==> config.mk <==
export PLATFORM = sky130hd
export DESIGN_NAME = ofd_operand_field_decode
export DESIGN_NICKNAME = d
export VERILOG_FILES = /design/src/ofd_pkg.sv /design/src/ofd_operand_field_decode.sv
export SDC_FILE = /design/constraint.sdc
export NUM_CORES = 1
export LEC_CHECK = 0
export BUFFER_PORTS_ARGS = -buffer_cell sky130_fd_sc_hd__buf_2
export CORE_MARGIN = 5
export CORE_UTILIZATION = 50
export DETAILED_ROUTE_END_ITERATION = 6
export HOLD_SLACK_MARGIN = 0.15
export PLACE_DENSITY_LB_ADDON = 0.3
export SETUP_SLACK_MARGIN = 0.4
export SLEW_MARGIN = 25
export SYNTH_ARGS = -nofsm -noshare
export SYNTH_HDL_FRONTEND = slang
export SYNTH_SLANG_ARGS = --single-unit
==> constraint.sdc <==
create_clock -name clk -period 2.4 [get_ports clk]
set_input_delay 0.12 -clock clk [delete_from_list [all_inputs] [get_ports clk]]
set_output_delay 0.12 -clock clk [all_outputs]
set_load 0.02 [all_outputs]
==> src/ofd_pkg.sv <==
// package: constants and types for the operand field decoder
package ofd_pkg;
   // ***************************************
   // register bus map (byte addresses)
   // ***************************************
   localparam logic [7:0] OFD_REG_TBL_PTR = 8'h00;
   localparam logic [7:0] OFD_REG_TBL_LATCH = 8'h04;
   localparam logic [7:0] OFD_REG_PC = 8'h08;
   localparam logic [7:0] OFD_REG_CORE = 8'h0C;
   localparam logic [1:0] OFD_RESP_OKAY = 2'h0;
   localparam logic [1:0] OFD_RESP_SLVERR = 2'h2;
   // ***************************************
   // data space addresses of special registers
   // ***************************************
   localparam logic [7:0] OFD_F_PC_LOW = 8'h02;
   localparam logic [7:0] OFD_F_PC_HOLD = 8'h03;
   localparam logic [7:0] OFD_F_ALU_FLAGS = 8'h04;
   localparam logic [7:0] OFD_F_CPU_STATUS = 8'h06;
   localparam logic [7:0] OFD_F_ACC = 8'h0A;
   // ***************************************
   // flag and status bit positions
   // ***************************************
   localparam int OFD_FLAG_W = 4; // carry, digit carry, zero, overflow
   localparam int OFD_FLAG_ZERO = 2;
   localparam int OFD_GLINT_BIT = 4;
   // ***************************************
   // instruction field positions
   // ***************************************
   localparam int OFD_F_MSB = 7;
   localparam int OFD_DEST_BIT = 8;
   localparam int OFD_TBL_INC_BIT = 8;
   localparam int OFD_TBL_SEL_BIT = 9;
   localparam int OFD_TBL_WR_BIT = 10;
   localparam int OFD_TBL_LONG_BIT = 11;
   localparam int OFD_P_MSB = 12;
   localparam int OFD_B_MSB = 10;
   localparam int OFD_B_LSB = 8;
   localparam int OFD_K8_MSB = 7;
   localparam int OFD_K11_MSB = 10;
   // ***************************************
   // opcode class prefixes
   // ***************************************
   localparam logic [1:0] OFD_OP_BYTE = 2'h0;     // bits 15:14
   localparam logic [4:0] OFD_OP_SEL_BOTH = 5'h05; // bits 15:11, s form
   localparam logic [4:0] OFD_OP_TEST = 5'h06;    // bits 15:11, no result
   localparam logic [6:0] OFD_OP_MOVE_ACC = 7'h00; // bits 15:9, store acc or nop
   localparam logic [5:0] OFD_OP_CONST = 6'h0A;    // bits 15:10, clear or set f
   localparam logic [1:0] OFD_OP_PERIPH = 2'h1;    // bits 15:14
   localparam logic [2:0] OFD_OP_BIT = 3'h4;       // bits 15:13
   localparam logic [3:0] OFD_OP_BIT_MOD = 4'h8;   // bits 15:12
   localparam logic [3:0] OFD_OP_TABLE = 4'hA;     // bits 15:12
   localparam logic [2:0] OFD_OP_LIT11 = 3'h7;     // bits 15:13
   // ***************************************
   // decoded operand fields
   // ***************************************
   typedef struct packed {
      logic [7:0] file_addr;
      logic [4:0] periph_addr;
      logic [2:0] bit_sel;
      logic [10:0] literal;
      logic lit_wide;
      logic bit_op;
      logic rd_file;
      logic wr_file;
      logic wr_acc;
      logic wr_periph;
      logic tbl_op;
      logic tbl_high;
      logic tbl_inc;
   } ofd_dec_t;
endpackage

==> src/ofd_operand_field_decode.sv <==
// operand field decoder with special register side effects and AXI4-Lite access
//
// Chosen here: the AXI4-Lite slave port and the address map.
`timescale 1ns/1ps
`default_nettype none
// Summary of operation
// [RULE_01] general file operand is an 8-bit address, 00h to FFh
// [RULE_02] peripheral operand is a 5-bit address, 00h to 1Fh
// [RULE_03] table pointer increments after execution when i is 1, else holds
// [RULE_04] t selects table latch low byte at 0, high byte at 1
// [RULE_05] d at 0 writes the accumulator, at 1 the file register
// [RULE_06] s at 0 writes file and accumulator, at 1 only the file
// [RULE_07] bit instructions carry a 3-bit selector of the file bit
// [RULE_08] don't-care opcode bits are ignored
// [RULE_09] the instruction source encodes unused bits as 0
// [RULE_10] the instruction source never issues reserved opcodes
// [RULE_11] flag updates override bits written to the ALU flag register
// [RULE_12] reading program counter low copies the high byte to the holding latch
// [RULE_13] writing program counter low loads high byte from the holding latch
// [RULE_14] read-modify-write of counter low loads high byte from latch, result to low
// [RULE_15] global interrupt disable is bit 4 of the CPU status register
// [RULE_16] table pointer and table latch are each 16 bits wide
// [RULE_17] each instruction is one 16-bit word
// [RULE_18] literal fields are 8 or 11 bits wide
// [RULE_19] destination and byte select decode combinationally from the word
module ofd_operand_field_decode
   import ofd_pkg::*;
(
   input wire logic clk,
   input wire logic rst,
   input wire logic [7:0] s_axi_awaddr,
   input wire logic s_axi_awvalid,
   output logic s_axi_awready,
   input wire logic [31:0] s_axi_wdata,
   input wire logic [3:0] s_axi_wstrb,
   input wire logic s_axi_wvalid,
   output logic s_axi_wready,
   output logic [1:0] s_axi_bresp,
   output logic s_axi_bvalid,
   input wire logic s_axi_bready,
   input wire logic [7:0] s_axi_araddr,
   input wire logic s_axi_arvalid,
   output logic s_axi_arready,
   output logic [31:0] s_axi_rdata,
   output logic [1:0] s_axi_rresp,
   output logic s_axi_rvalid,
   input wire logic s_axi_rready,
   input wire logic [15:0] instr_word,
   input wire logic instr_valid,
   input wire logic [7:0] exec_result,
   input wire logic [OFD_FLAG_W-1:0] flag_upd_mask,
   input wire logic [OFD_FLAG_W-1:0] flag_upd_val,
   output ofd_dec_t dec_o,
   output logic [7:0] working_accumulator,
   output logic [15:0] table_pointer,
   output logic [15:0] prog_counter,
   output logic [7:0] table_byte_o,
   output logic global_irq_disable
);

   // merge a byte-enabled write into a 16-bit register
   function automatic logic [15:0] strb_merge(input logic [15:0] old_v, input logic [31:0] wd,
                                                input logic [3:0] st);
      logic [15:0] v;
      v = old_v;
      if (st[0]) v[7:0] = wd[7:0];
      if (st[1]) v[15:8] = wd[15:8];
      return v;
   endfunction

   // ***************************************
   // instruction decode
   // ***************************************
   ofd_dec_t dec_c;
   logic [7:0] f_c;

   // combinational field decode of the fetched word
   always_comb begin
      dec_c = '0;
      f_c = instr_word[OFD_F_MSB:0]; // [RULE_01] [RULE_17]
      dec_c.file_addr = f_c;
      dec_c.periph_addr = instr_word[OFD_P_MSB:OFD_DEST_BIT]; // [RULE_02]
      dec_c.bit_sel = instr_word[OFD_B_MSB:OFD_B_LSB]; // [RULE_07]
      dec_c.lit_wide = (instr_word[15:13] == OFD_OP_LIT11);
      dec_c.literal = dec_c.lit_wide ? instr_word[OFD_K11_MSB:0] : {3'h0, instr_word[OFD_K8_MSB:0]}; // [RULE_18]
      if (instr_word[15:14] == OFD_OP_BYTE) begin
         if (instr_word[15:11] == OFD_OP_SEL_BOTH) begin
            dec_c.wr_file = 1'b1; // [RULE_06]
            dec_c.wr_acc = ~instr_word[OFD_DEST_BIT]; // [RULE_06] [RULE_19]
            dec_c.rd_file = (instr_word[15:10] != OFD_OP_CONST);
         end else if (instr_word[15:11] == OFD_OP_TEST) begin
            dec_c.rd_file = 1'b1; // compare, test, multiply: no result
         end else if (instr_word[15:9] == OFD_OP_MOVE_ACC) begin
            dec_c.wr_file = instr_word[OFD_DEST_BIT]; // store acc; else no operation
         end else begin
            dec_c.rd_file = 1'b1;
            dec_c.wr_file = instr_word[OFD_DEST_BIT]; // [RULE_05] [RULE_19]
            dec_c.wr_acc = ~instr_word[OFD_DEST_BIT]; // [RULE_05] [RULE_19]
         end
      end else if (instr_word[15:14] == OFD_OP_PERIPH) begin
         dec_c.rd_file = instr_word[13]; // file to peripheral
         dec_c.wr_file = ~instr_word[13];
         dec_c.wr_periph = instr_word[13];
      end else if (instr_word[15:13] == OFD_OP_BIT) begin
         dec_c.bit_op = 1'b1;
         dec_c.rd_file = 1'b1;
         dec_c.wr_file = (instr_word[15:12] == OFD_OP_BIT_MOD);
      end else if (instr_word[15:12] == OFD_OP_TABLE) begin
         dec_c.tbl_op = 1'b1;
         dec_c.tbl_high = instr_word[OFD_TBL_SEL_BIT]; // [RULE_04] [RULE_19]
         // increment bit is don't care on latch-only forms
         dec_c.tbl_inc = instr_word[OFD_TBL_LONG_BIT] & instr_word[OFD_TBL_INC_BIT]; // [RULE_08]
         dec_c.rd_file = instr_word[OFD_TBL_WR_BIT];
         dec_c.wr_file = ~instr_word[OFD_TBL_WR_BIT];
      end
   end

   // ***************************************
   // register bus slave
   // ***************************************
   logic aw_full_r, aw_full_nxt, w_full_r, w_full_nxt;
   logic [7:0] awaddr_r, awaddr_nxt;
   logic [31:0] wdata_r, wdata_nxt;
   logic [3:0] wstrb_r, wstrb_nxt;
   logic awready_r, awready_nxt, wready_r, wready_nxt;
   logic bvalid_r, bvalid_nxt, arready_r, arready_nxt, rvalid_r, rvalid_nxt;
   logic [1:0] bresp_r, bresp_nxt, rresp_r, rresp_nxt;
   logic [31:0] rdata_r, rdata_nxt;
   logic do_wr;
   // core state registers
   logic [7:0] acc_r, acc_nxt, flags_r, flags_nxt, cpu_status_r, cpu_status_nxt;
   logic [15:0] pc_r, pc_nxt, tbl_ptr_r, tbl_ptr_nxt, tbl_latch_r, tbl_latch_nxt;
   logic [7:0] hold_r, hold_nxt, tbl_byte_r, tbl_byte_nxt;
   ofd_dec_t dec_r;

   // write channel capture, response, read channel
   always_comb begin
      aw_full_nxt = aw_full_r;
      awaddr_nxt = awaddr_r;
      w_full_nxt = w_full_r;
      wdata_nxt = wdata_r;
      wstrb_nxt = wstrb_r;
      bvalid_nxt = bvalid_r;
      bresp_nxt = bresp_r;
      rvalid_nxt = rvalid_r;
      rresp_nxt = rresp_r;
      rdata_nxt = rdata_r;
      do_wr = aw_full_r && w_full_r && !bvalid_r;
      if (s_axi_awvalid && awready_r) begin
         aw_full_nxt = 1'b1;
         awaddr_nxt = s_axi_awaddr;
      end
      if (s_axi_wvalid && wready_r) begin
         w_full_nxt = 1'b1;
         wdata_nxt = s_axi_wdata;
         wstrb_nxt = s_axi_wstrb;
      end
      if (bvalid_r && s_axi_bready) bvalid_nxt = 1'b0;
      if (do_wr) begin
         aw_full_nxt = 1'b0;
         w_full_nxt = 1'b0;
         bvalid_nxt = 1'b1;
         bresp_nxt = (awaddr_r == OFD_REG_TBL_PTR || awaddr_r == OFD_REG_TBL_LATCH) ?
                     OFD_RESP_OKAY : OFD_RESP_SLVERR;
      end
      if (rvalid_r && s_axi_rready) rvalid_nxt = 1'b0;
      if (s_axi_arvalid && arready_r) begin
         rvalid_nxt = 1'b1;
         rresp_nxt = OFD_RESP_OKAY;
         unique case (s_axi_araddr)
            OFD_REG_TBL_PTR: rdata_nxt = {16'h0000, tbl_ptr_r};
            OFD_REG_TBL_LATCH: rdata_nxt = {16'h0000, tbl_latch_r};
            OFD_REG_PC: rdata_nxt = {8'h00, hold_r, pc_r};
            OFD_REG_CORE: rdata_nxt = {8'h00, cpu_status_r, flags_r, acc_r};
            default: begin
               rdata_nxt = 32'h0000_0000;
               rresp_nxt = OFD_RESP_SLVERR;
            end
         endcase
      end
      awready_nxt = !aw_full_nxt;
      wready_nxt = !w_full_nxt;
      arready_nxt = !rvalid_nxt;
   end

   // bus registers
   always_ff @(posedge clk) begin
      if (rst) begin
         aw_full_r <= 1'b0;
         awaddr_r <= 8'h00;
         w_full_r <= 1'b0;
         wdata_r <= 32'h0000_0000;
         wstrb_r <= 4'h0;
         awready_r <= 1'b0;
         wready_r <= 1'b0;
         bvalid_r <= 1'b0;
         bresp_r <= 2'h0;
         arready_r <= 1'b0;
         rvalid_r <= 1'b0;
         rresp_r <= 2'h0;
         rdata_r <= 32'h0000_0000;
      end else begin
         aw_full_r <= aw_full_nxt;
         awaddr_r <= awaddr_nxt;
         w_full_r <= w_full_nxt;
         wdata_r <= wdata_nxt;
         wstrb_r <= wstrb_nxt;
         awready_r <= awready_nxt;
         wready_r <= wready_nxt;
         bvalid_r <= bvalid_nxt;
         bresp_r <= bresp_nxt;
         arready_r <= arready_nxt;
         rvalid_r <= rvalid_nxt;
         rresp_r <= rresp_nxt;
         rdata_r <= rdata_nxt;
      end
   end

   // ***************************************
   // execution side effects
   // ***************************************
   logic [7:0] flag_base;
   logic [7:0] upd_mask8;
   logic pc_hit;
   // next state of accumulator, flags, counter, table; instruction beats bus write
   always_comb begin
      acc_nxt = acc_r;
      cpu_status_nxt = cpu_status_r;
      pc_nxt = pc_r;
      hold_nxt = hold_r;
      tbl_ptr_nxt = tbl_ptr_r;
      tbl_latch_nxt = tbl_latch_r;
      tbl_byte_nxt = tbl_byte_r;
      flag_base = flags_r;
      upd_mask8 = {{(8-OFD_FLAG_W){1'b0}}, flag_upd_mask};
      pc_hit = (f_c == OFD_F_PC_LOW);
      if (do_wr && awaddr_r == OFD_REG_TBL_PTR) tbl_ptr_nxt = strb_merge(tbl_ptr_r, wdata_r, wstrb_r);
      if (do_wr && awaddr_r == OFD_REG_TBL_LATCH) tbl_latch_nxt = strb_merge(tbl_latch_r, wdata_r, wstrb_r);
      if (instr_valid) begin
         if (dec_c.wr_acc || (dec_c.wr_file && f_c == OFD_F_ACC)) acc_nxt = exec_result;
         if (dec_c.wr_file && f_c == OFD_F_ALU_FLAGS) flag_base = exec_result;
         if (dec_c.wr_file && f_c == OFD_F_CPU_STATUS) cpu_status_nxt = exec_result;
         if (dec_c.wr_file && f_c == OFD_F_PC_HOLD) hold_nxt = exec_result;
         pc_nxt = 16'(pc_r + 16'h0001);
         if (pc_hit && dec_c.wr_file) pc_nxt = {hold_r, exec_result}; // [RULE_13] [RULE_14]
         else if (pc_hit && dec_c.rd_file) hold_nxt = pc_r[15:8]; // [RULE_12]
         if (dec_c.tbl_op) begin
            if (dec_c.rd_file && dec_c.tbl_high) tbl_latch_nxt[15:8] = exec_result; // [RULE_04] [RULE_16]
            if (dec_c.rd_file && !dec_c.tbl_high) tbl_latch_nxt[7:0] = exec_result; // [RULE_04]
            if (!dec_c.rd_file) tbl_byte_nxt = dec_c.tbl_high ? tbl_latch_r[15:8] : tbl_latch_r[7:0]; // [RULE_04]
            if (dec_c.tbl_inc) tbl_ptr_nxt = 16'(tbl_ptr_r + 16'h0001); // [RULE_03] [RULE_16]
         end
      end
      // instruction flag results override the written value
      flags_nxt = instr_valid ? ((flag_base & ~upd_mask8) | ({4'h0, flag_upd_val} & upd_mask8))
                              : flags_r; // [RULE_11]
   end

   // core registers
   always_ff @(posedge clk) begin
      if (rst) begin
         acc_r <= 8'h00;
         flags_r <= 8'h00;
         cpu_status_r <= 8'h00;
         pc_r <= 16'h0000;
         hold_r <= 8'h00;
         tbl_ptr_r <= 16'h0000;
         tbl_latch_r <= 16'h0000;
         tbl_byte_r <= 8'h00;
         dec_r <= '0;
      end else begin
         acc_r <= acc_nxt;
         flags_r <= flags_nxt;
         cpu_status_r <= cpu_status_nxt;
         pc_r <= pc_nxt;
         hold_r <= hold_nxt;
         tbl_ptr_r <= tbl_ptr_nxt;
         tbl_latch_r <= tbl_latch_nxt;
         tbl_byte_r <= tbl_byte_nxt;
         dec_r <= instr_valid ? dec_c : dec_r;
      end
   end

   // output drive
   assign s_axi_awready = awready_r;
   assign s_axi_wready = wready_r;
   assign s_axi_bvalid = bvalid_r;
   assign s_axi_bresp = bresp_r;
   assign s_axi_arready = arready_r;
   assign s_axi_rvalid = rvalid_r;
   assign s_axi_rresp = rresp_r;
   assign s_axi_rdata = rdata_r;
   assign dec_o = dec_r;
   assign working_accumulator = acc_r;
   assign table_pointer = tbl_ptr_r;
   assign prog_counter = pc_r;
   assign table_byte_o = tbl_byte_r;
   assign global_irq_disable = cpu_status_r[OFD_GLINT_BIT]; // [RULE_15]
endmodule // ofd_operand_field_decode
`default_nettype wire

==> results.md, run 1 <==
- Lkg Pwr: 0.00458 uW
- Ant. Diodes: 0
- Initial antenna violation count: 0
- Worst hold path type: in2reg
- Post-route ant nets: 0
- DRT Wirelength: 26700 um
- Final Hold Viols: 0
- Synth Area in XOR/XNOR: 0%
- Slowest cell on the critical path: dlygate4sd3_1
- Worst VDD drop: 539 uV
- Register area share after synthesis: 41.1%
- Rel. slew slack: 55.3%
- Initial DRC Count: 680
- RSZ-0062 raised after global routing: yes
- Least-Margin Pin Slew: 0.665 ns
- Critical-path cell list: dlygate4sd3_1 -> buf_2 -> a21boi_1 -> o32a_1 -> nand3_2 -> mux2_4 -> a32o_1
- Clk buf depth: 2
- Required time of the critical path: 2.71 ns
- Num CTS Buffers: 17
- Crit path max-delay family: compound AO/OA/AOI/OAI gates
- Crit path launch type: input port
- Peak Freq: 497 MHz
- Layout cells sized above 1: 25.5%
- Mapped cell area: 8370 um2
- Synth-to-Final Area Change: 30.4%
- RD Place Congestion: 0.958
- Setup Skew: 0.00799 ns
- Worst EP arrival: 2.33 ns
- GRT Total Usage: 26.6%
- Root buffer cell: clkbuf_16
- Max cap viols: 0
- Core ar.: 16500 um2
- Switching Share: 23.9%
- Total clock sinks: 172
- Via count: 8265
- H-Tree Depth: 4
- Clk pin slew, worst setup/hold paths: 0.06 ns
- # setup viols final: 0
- Yosys cell types: 72
- Pins Over Slew Limit: 0
- Synth Area per Inst: 8.91 um2
- Largest net degree at the start of global routing: 82
- Total die area: 19400 um2
- Largest family of logic cells by synthesized area: simple AND/OR/NAND/NOR gates
- Initial core utilization: 50.7%
- Syn Inst Count: 940
- Crit share post-route: 83.9%
- Mux cell area share after synthesis: 11.4%
- Fin area: 10900 um2
- Fin Setup TNS: 0 ns
- Global-route wire length before repair: 41600 um
- Drt drc: 0
- Pwr dens: 623 nW/um2
- Die X: 139 um
- Port Buffers: 189
- Placed cell area: 9400 um2
- Final Net Count: 1268
- Die Y: 139 um
- Skew-Pair Late Insertion Delay: 0.43 ns
- Crit path max fanout: 11
- Int Pwr: 5180 uW
- Setup CP Type: in2reg
- CP bufs+invs: 2
- DR vias/cell: 5.88
- Final min period: 2.01 ns
- Asr flop ratio synth: 0%
- CTS tree: built
- Routed WL per cell: 19.0 um
- Sequential share of power: 43.8%
- # IOs: 218
- Pre-antenna DRT Iters: 6
- Status: finished, final reports clean
- Gate power share: 10.3%
- Synth Area in Compound Gates: 17.8%
- Critical Path Max Stage Delay: 0.53 ns
- Post-synthesis register bit count: 172
- NetSw: 1620 uW
- Rows: 47
- Post-Synth Adder-Cell Area: 0.299%
- GRT overflow: 0
- Post-synth EDFFs: 0
- Ys flop type: dfxtp_1
- Critical path capture point type: flip-flop
- Vias in the first global route: 7752
- Yosys warnings: 0
- DP HPWL: 18400 um
- Clock Power Share: 45.9%
- Simple-Gate Fraction of Synth Area: 23.2%
==> kinds of logic after synthesis <==
family / after synthesis
AOI/OAI and AO/OA: 204
adders and majority gates: 2
buffers and inverters: 107
DFF: 172
muxes: 74
other: 1
and+or+nand+nor: 380
==> area by class of cell <==
type,count,area [um2]
Fill cell,1353,5610
Inverter,17,63.8
Timing Repair Buffer,296,1970
Clock buffer,20,447
Sequential cell,172,3450
Tap cell,220,275
Multi-Input combinational cell,670,4500
Clock inverter,11,216
==> synth_stat cells (all sizes together) (4+ instances only) <==
cell type	count	area share, %
a22oi	8	0.72
nand4b	11	1.2
clkbuf	41	1.9
and3	14	1.0
nor3	19	1.2
nand2b	8	0.60
mux2i	53	6.3
nand3b	6	0.54
nor2	88	3.9
dfxtp	172	41
mux4	16	4.3
or4	6	0.58
nor4	20	2.1
o21bai	11	0.99
o21ai	12	0.72
nand2	122	5.5
inv	16	0.72
o32ai	6	0.72
or3	4	0.30
a221oi	4	0.42
a32o	4	0.48
a211oi	16	1.9
a2bb2oi	12	1.3
and2	8	0.60
nor2b	7	0.52
buf	49	3.5
nand4	7	0.70
a31oi	8	0.60
nand3	45	2.7
a32oi	9	0.94
a22o	16	1.7
a21oi	67	4.0
mux2	5	0.72
a311oi	17	1.8
==> metal layers <==
metal  part of all wire [%]  vias to the layer above  GRT usage, %
met5                      0                        -             0
li1                       -                     3890             -
met4                    2.7                        0          10.6
met1                     43                     3931          35.4
met2                     46                      390          41.9
met3                    8.4                       54          6.38
==> worst min-delay path, stage by stage <==
cell and delay, ns:
buf_2 0.20, a21oi_1 0.12, nor2_1 0.08, nor2_1 0.04
==> sequential cells by signal, indices dropped and copies added, names as in the netlist, 4 cells and up, named ones only <==
name	count
dec_o	25
s_axi_rdata	24
prog_counter	16
table_pointer	16
tbl_latch_r	16
wdata_r	16
awaddr_r	8
cpu_status_r	8
hold_r	8
table_byte_o	8
working_accumulator	8
flags_r	4
==> what timing repair did <==
action                                  4_1_cts  5_1_grt
hold endpoints to repair                    107        0
pin swaps                                     0        3
resized for setup                             2       12
buffers inserted                              0        4
hold buffers                                 76        0
endpoints found under the setup margin        5       62
==> cells in the final DEF, fill, tap and decap left out, types with 11 or more instances in the layout <==
master / netlist / layout
and3_1: 14 / 12
nand2_1: 122 / 122
buf_4: 22 / 30
nand3_1: 44 / 43
clkbuf_16: 0 / 17
buf_2: 15 / 188
inv_1: 16 / 16
a2bb2oi_1: 12 / 12
nor2_1: 88 / 88
dfxtp_1: 172 / 170
mux4_2: 16 / 16
o21ai_0: 11 / 11
a22o_1: 16 / 16
o21bai_1: 11 / 11
dlygate4sd3_1: 0 / 76
nand4b_1: 11 / 11
a311oi_1: 17 / 17
a21oi_1: 67 / 67
mux2i_1: 53 / 53
nor4_1: 16 / 13
nor3_1: 18 / 18
==> power by group through the flow <==
stage / sequential [uW] / clock, uW / combinational, uW
after global routing: 2990 / 3270 / 752
after floorplan: 3060 / 0 / 356
after detailed placement: 3040 / 0 / 594
final: 2980 / 3120 / 702
after global placement: 3040 / 0 / 584
after CTS: 2980 / 3140 / 687
==> stage by stage <==
step                utilization (%)  setup WS [ns]  hold WS [ns]  std cells  total power, uW
floorplan                         -          0.518         0.256        949             3420
detailed placement             56.9          0.236         0.368       1295             3630
CTS                            65.5          0.420         0.155       1402             6810
finish                         66.1          0.387         0.172       1406             6800
global placement               56.9          0.275         0.365       1295             3620
global route                   66.1          0.302         0.208       1406             7010
==> final timing paths <==
path                          from                 to  slack, ns  cells after the start
hold reg to reg         flags_r[5]         flags_r[5]       0.45                      2
setup / recovery    instr_word[12]    prog_counter[4]       0.39                      7
setup reg to reg  table_pointer[0]  table_pointer[14]       0.53                      7
hold / removal       s_axi_awvalid      s_axi_awready       0.17                      4
(Power assumes the default switching activity.)
==> inputs of run 2 (changes only) <==
- ABC_AREA: default -> 1
- clock period: 2.4 -> 1.86 ns (I/O delays scaled with it)
==> results.md, run 2 <==
- Status: complete, but fails checks
- Failing checks: DRC
- Port Buffers: 189 (unchanged)
- Fin area: 11600 um2 (+6.5%)
- Routed WL per cell: 17.4 um (-8.3%)
- Setup Slack @ Placement: 0.128 ns (-0.108 ns)
- Placed cell area: 9750 um2 (+3.8%)
- RSZ-0062 raised after global routing: yes
- Ys flop type: dfxtp_1
- Synth Area per Inst: 6.89 um2 (-23%)
- H-Tree Depth: 4 (unchanged)
- Least-Margin Pin Slew: 0.526 ns (-0.138 ns)
- Setup CP Type: reg2reg
- Fillers: 1433 (+5.9%)
- Synth top area cells: dfxtp_1, nand2_1, o21ai_0, a21oi_1, nor2_1
- Final Hold Viols: 0 (unchanged)
- Critical path capture point type: flip-flop
- Reg2reg end: table_pointer[12]
- Post-route ant nets: 0 (unchanged)
- Crit path max fanout: 5 (-6)
- Largest net degree at the start of global routing: 77 (-6.1%)
- Synth area leader: dfxtp_1
- Yosys cell types: 45 (-38%)
- Total die area: 20000 um2 (+2.8%)
- RR Startpoint: awaddr_r[2]
- Rows: 48 (+2.1%)
- GRT Total Usage: 29.0% (+2.4 points)
- Final min period: 1.58 ns
- Most frequent cells in the layout: nand2_1, buf_2, dfxtp_1, nor2_1, a21oi_1
- GRT overflow: 0 (unchanged)
- Initial DRC Count: 1137 (+67%)
- DRT Wirelength: 30400 um (+14%)
- Mapped cell area: 8630 um2 (+3.0%)
- Worst EP arrival: 1.90 ns (-0.43 ns)
- CTS tree: built
- Clk pin slew, worst setup/hold paths: 0.07 ns (about the same)
- Vias in the first global route: 8947 (+15%)
- Syn Inst Count: 1252 (+33%)
- Drt drc: 2 (+2)
- Num CTS Buffers: 17 (unchanged)
- R2r setup slk: 0.28 ns (-0.25 ns)
- Setup Skew: 0.00839 ns (+0.000397 ns)
- Max cap viols: 0 (unchanged)
- Crit path launch type: flip-flop
- DP HPWL: 20600 um (+12%)
- WHS: 0.170 ns (-0.00214 ns)
- RD Place Congestion: 0.941 (-1.7%)
- Initial core utilization: 50.4% (-0.26 points)
- Core ar.: 17100 um2 (+3.6%)
- Synth-to-Final Area Change: 34.7%
- Pre-antenna DRT Iters: 7 (+1)
- Ant. Diodes: 0 (unchanged)
- Layout cells sized above 1: 27.2% (+1.6 points)
- Total clock sinks: 172 (unchanged)
- Post-synth EDFFs: 0 (unchanged)
- Worst VDD drop: 675 uV (+25%)
- Initial antenna violation count: 0 (unchanged)
- Post-synthesis register bit count: 172 (unchanged)
- DR vias/cell: 5.54 (-5.7%)
- # setup viols final: 0 (unchanged)
- Peak Freq: 632 MHz
- Worst hold path type: in2reg
- Final Worst Setup Slack: 0.277 ns (-0.109 ns)
- Via count: 9686 (+17%)
- Cell with the most instances after synthesis: nand2_1
- Crit share post-route: 85.1%
- Lkg Pwr: 0.00504 uW (+10%)
- # IOs: 218 (unchanged)
- Pins Over Slew Limit: 0 (unchanged)
- Proportion of netlist area held by the largest area contributor: 39.9% (-1.2 points)
- Required time of the critical path: 2.18 ns (-0.53 ns)
- Root buffer cell: clkbuf_16
- Most frequent cells after synthesis: nand2_1, dfxtp_1, nor2_1, o21ai_0, a21oi_1
- Die Y: 141 um (+1.4%)
- Skew-Pair Late Insertion Delay: 0.44 ns (about the same)
- Yosys warnings: 0 (unchanged)
- Commonest non-fill, non-tap cell in the layout: nand2_1
- Die X: 141 um (+1.4%)
- Asr flop ratio synth: 0% (unchanged)
- Clk buf depth: 2 (unchanged)
- Max FFs per register: 25 (unchanged)
- Crit. Startpoint: awaddr_r[2]
- Rel. slew slack: 64.8% (+9.5 points)
- Pwr dens: 722 nW/um2 (+16%)
- Fin Setup TNS: 0 ns (unchanged)
- Register area share after synthesis: 39.9% (-1.2 points)
- Crit path to: table_pointer[12]
- Worst R2R Path Depth: 8 (+1)
- Global-route wire length before repair: 46800 um (+12%)
- Final Net Count: 1604 (+26%)
-- run 2: changes by cell type in the layout (fill, tap and decap cells not counted), sizes merged, moves of 26 or more --
cell / before / now
a21oi: 67 / 114
buf: 220 / 247
inv: 16 / 119
mux2i: 53 / 1
nand2: 122 / 249
nand3: 45 / 90
nor2: 88 / 145
o21ai: 12 / 139
o22ai: 0 / 26
-- run 2: worst min path at each step --
| stage | from | end | slack [ns] | depth (start not counted) |
|---|---|---|---|---|
| after floorplan | exec_result[0] | working_accumulator[0] | 0.22 | 2 |
| after global placement | instr_word[5] | dec_o[33] | 0.34 | 3 |
| after detailed placement | instr_word[4] | dec_o[32] | 0.34 | 3 |
| after CTS | rst | dec_o[19] | 0.17 | 3 |
| after global routing | rst | dec_o[19] | 0.18 | 3 |
| final | rst | s_axi_wready | 0.17 | 3 |
-- run 2: cell families (layout without fill, tap and decap cells) --
family | Yosys count | in the layout | synth area share (%)
xor+xnor | 21 | 21 | 2.13
flops | 172 | 172 | 39.9
buf+inv | 207 | 469 | 10.4
mux | 1 | 1 | 0.116
compound gates | 318 | 318 | 20.0
simple gates | 530 | 530 | 27.1
other cells | 1 | 10 | 0.0435
fa+ha+maj | 2 | 2 | 0.290
-- run 2: final cells by class --
| class | instances | area (um2) | share of cell area, % |
|---|---|---|---|
| clock inverters | 15 | 141 | 1.22 |
| repair inverters | 1 | 5.00 | 0.0431 |
| clock buffers | 17 | 425 | 3.66 |
| well taps | 225 | 282 | 2.42 |
| inverters | 120 | 463 | 3.98 |
| flip-flops and latches | 172 | 3500 | 30.1 |
| repair buffers | 316 | 2150 | 18.5 |
| multi-input cells | 882 | 4660 | 40.1 |
-- run 2: power by group --
part | switching (uW) | internal [uW] | leakage, uW
Clock | 1640 | 1860 | 0.000270
Sequential | 80.6 | 3780 | 0.00141
Combinational | 643 | 381 | 0.00335
-- run 2: critical path, stage by stage, from the launching register on --
cell and delay [ns]:
dfxtp_1 0.32, inv_1 0.13, nand3_2 0.13, nor2_4 0.13, nand2_4 0.10, nor2_4 0.18
o22ai_1 0.11, o21ai_0 0.30, nor2_1 0.07
-- run 2: timing repair --
action                                  in CTS  in global routing
gates cloned                                 0                  2
hold buffers                                67                  1
endpoints found under the setup margin      36                 57
gates resized for setup                     55                107
setup buffers                               17                  9
hold endpoints to repair                   101                  4
pin swaps                                   12                 34
-- run 2: metrics by stage --
stage	instances	utilization, %	power, uW
6_report	1748	67.9	8390
5_1_grt	1748	67.9	8660
4_1_cts	1736	65.9	8310
3_5_place_dp	1620	57.0	4770
3_3_place_gp	1620	57.0	4750
2_1_floorplan	1261	-	4480
-- run 2: layer usage --
layer  vias up  track usage, %  part of all wire [%]
met5         -               0                     0
met4         0            14.0                   4.2
met3        95            5.36                   8.1
met2       480            47.5                    48
met1      4472            36.8                    40
li1       4639               -                     -
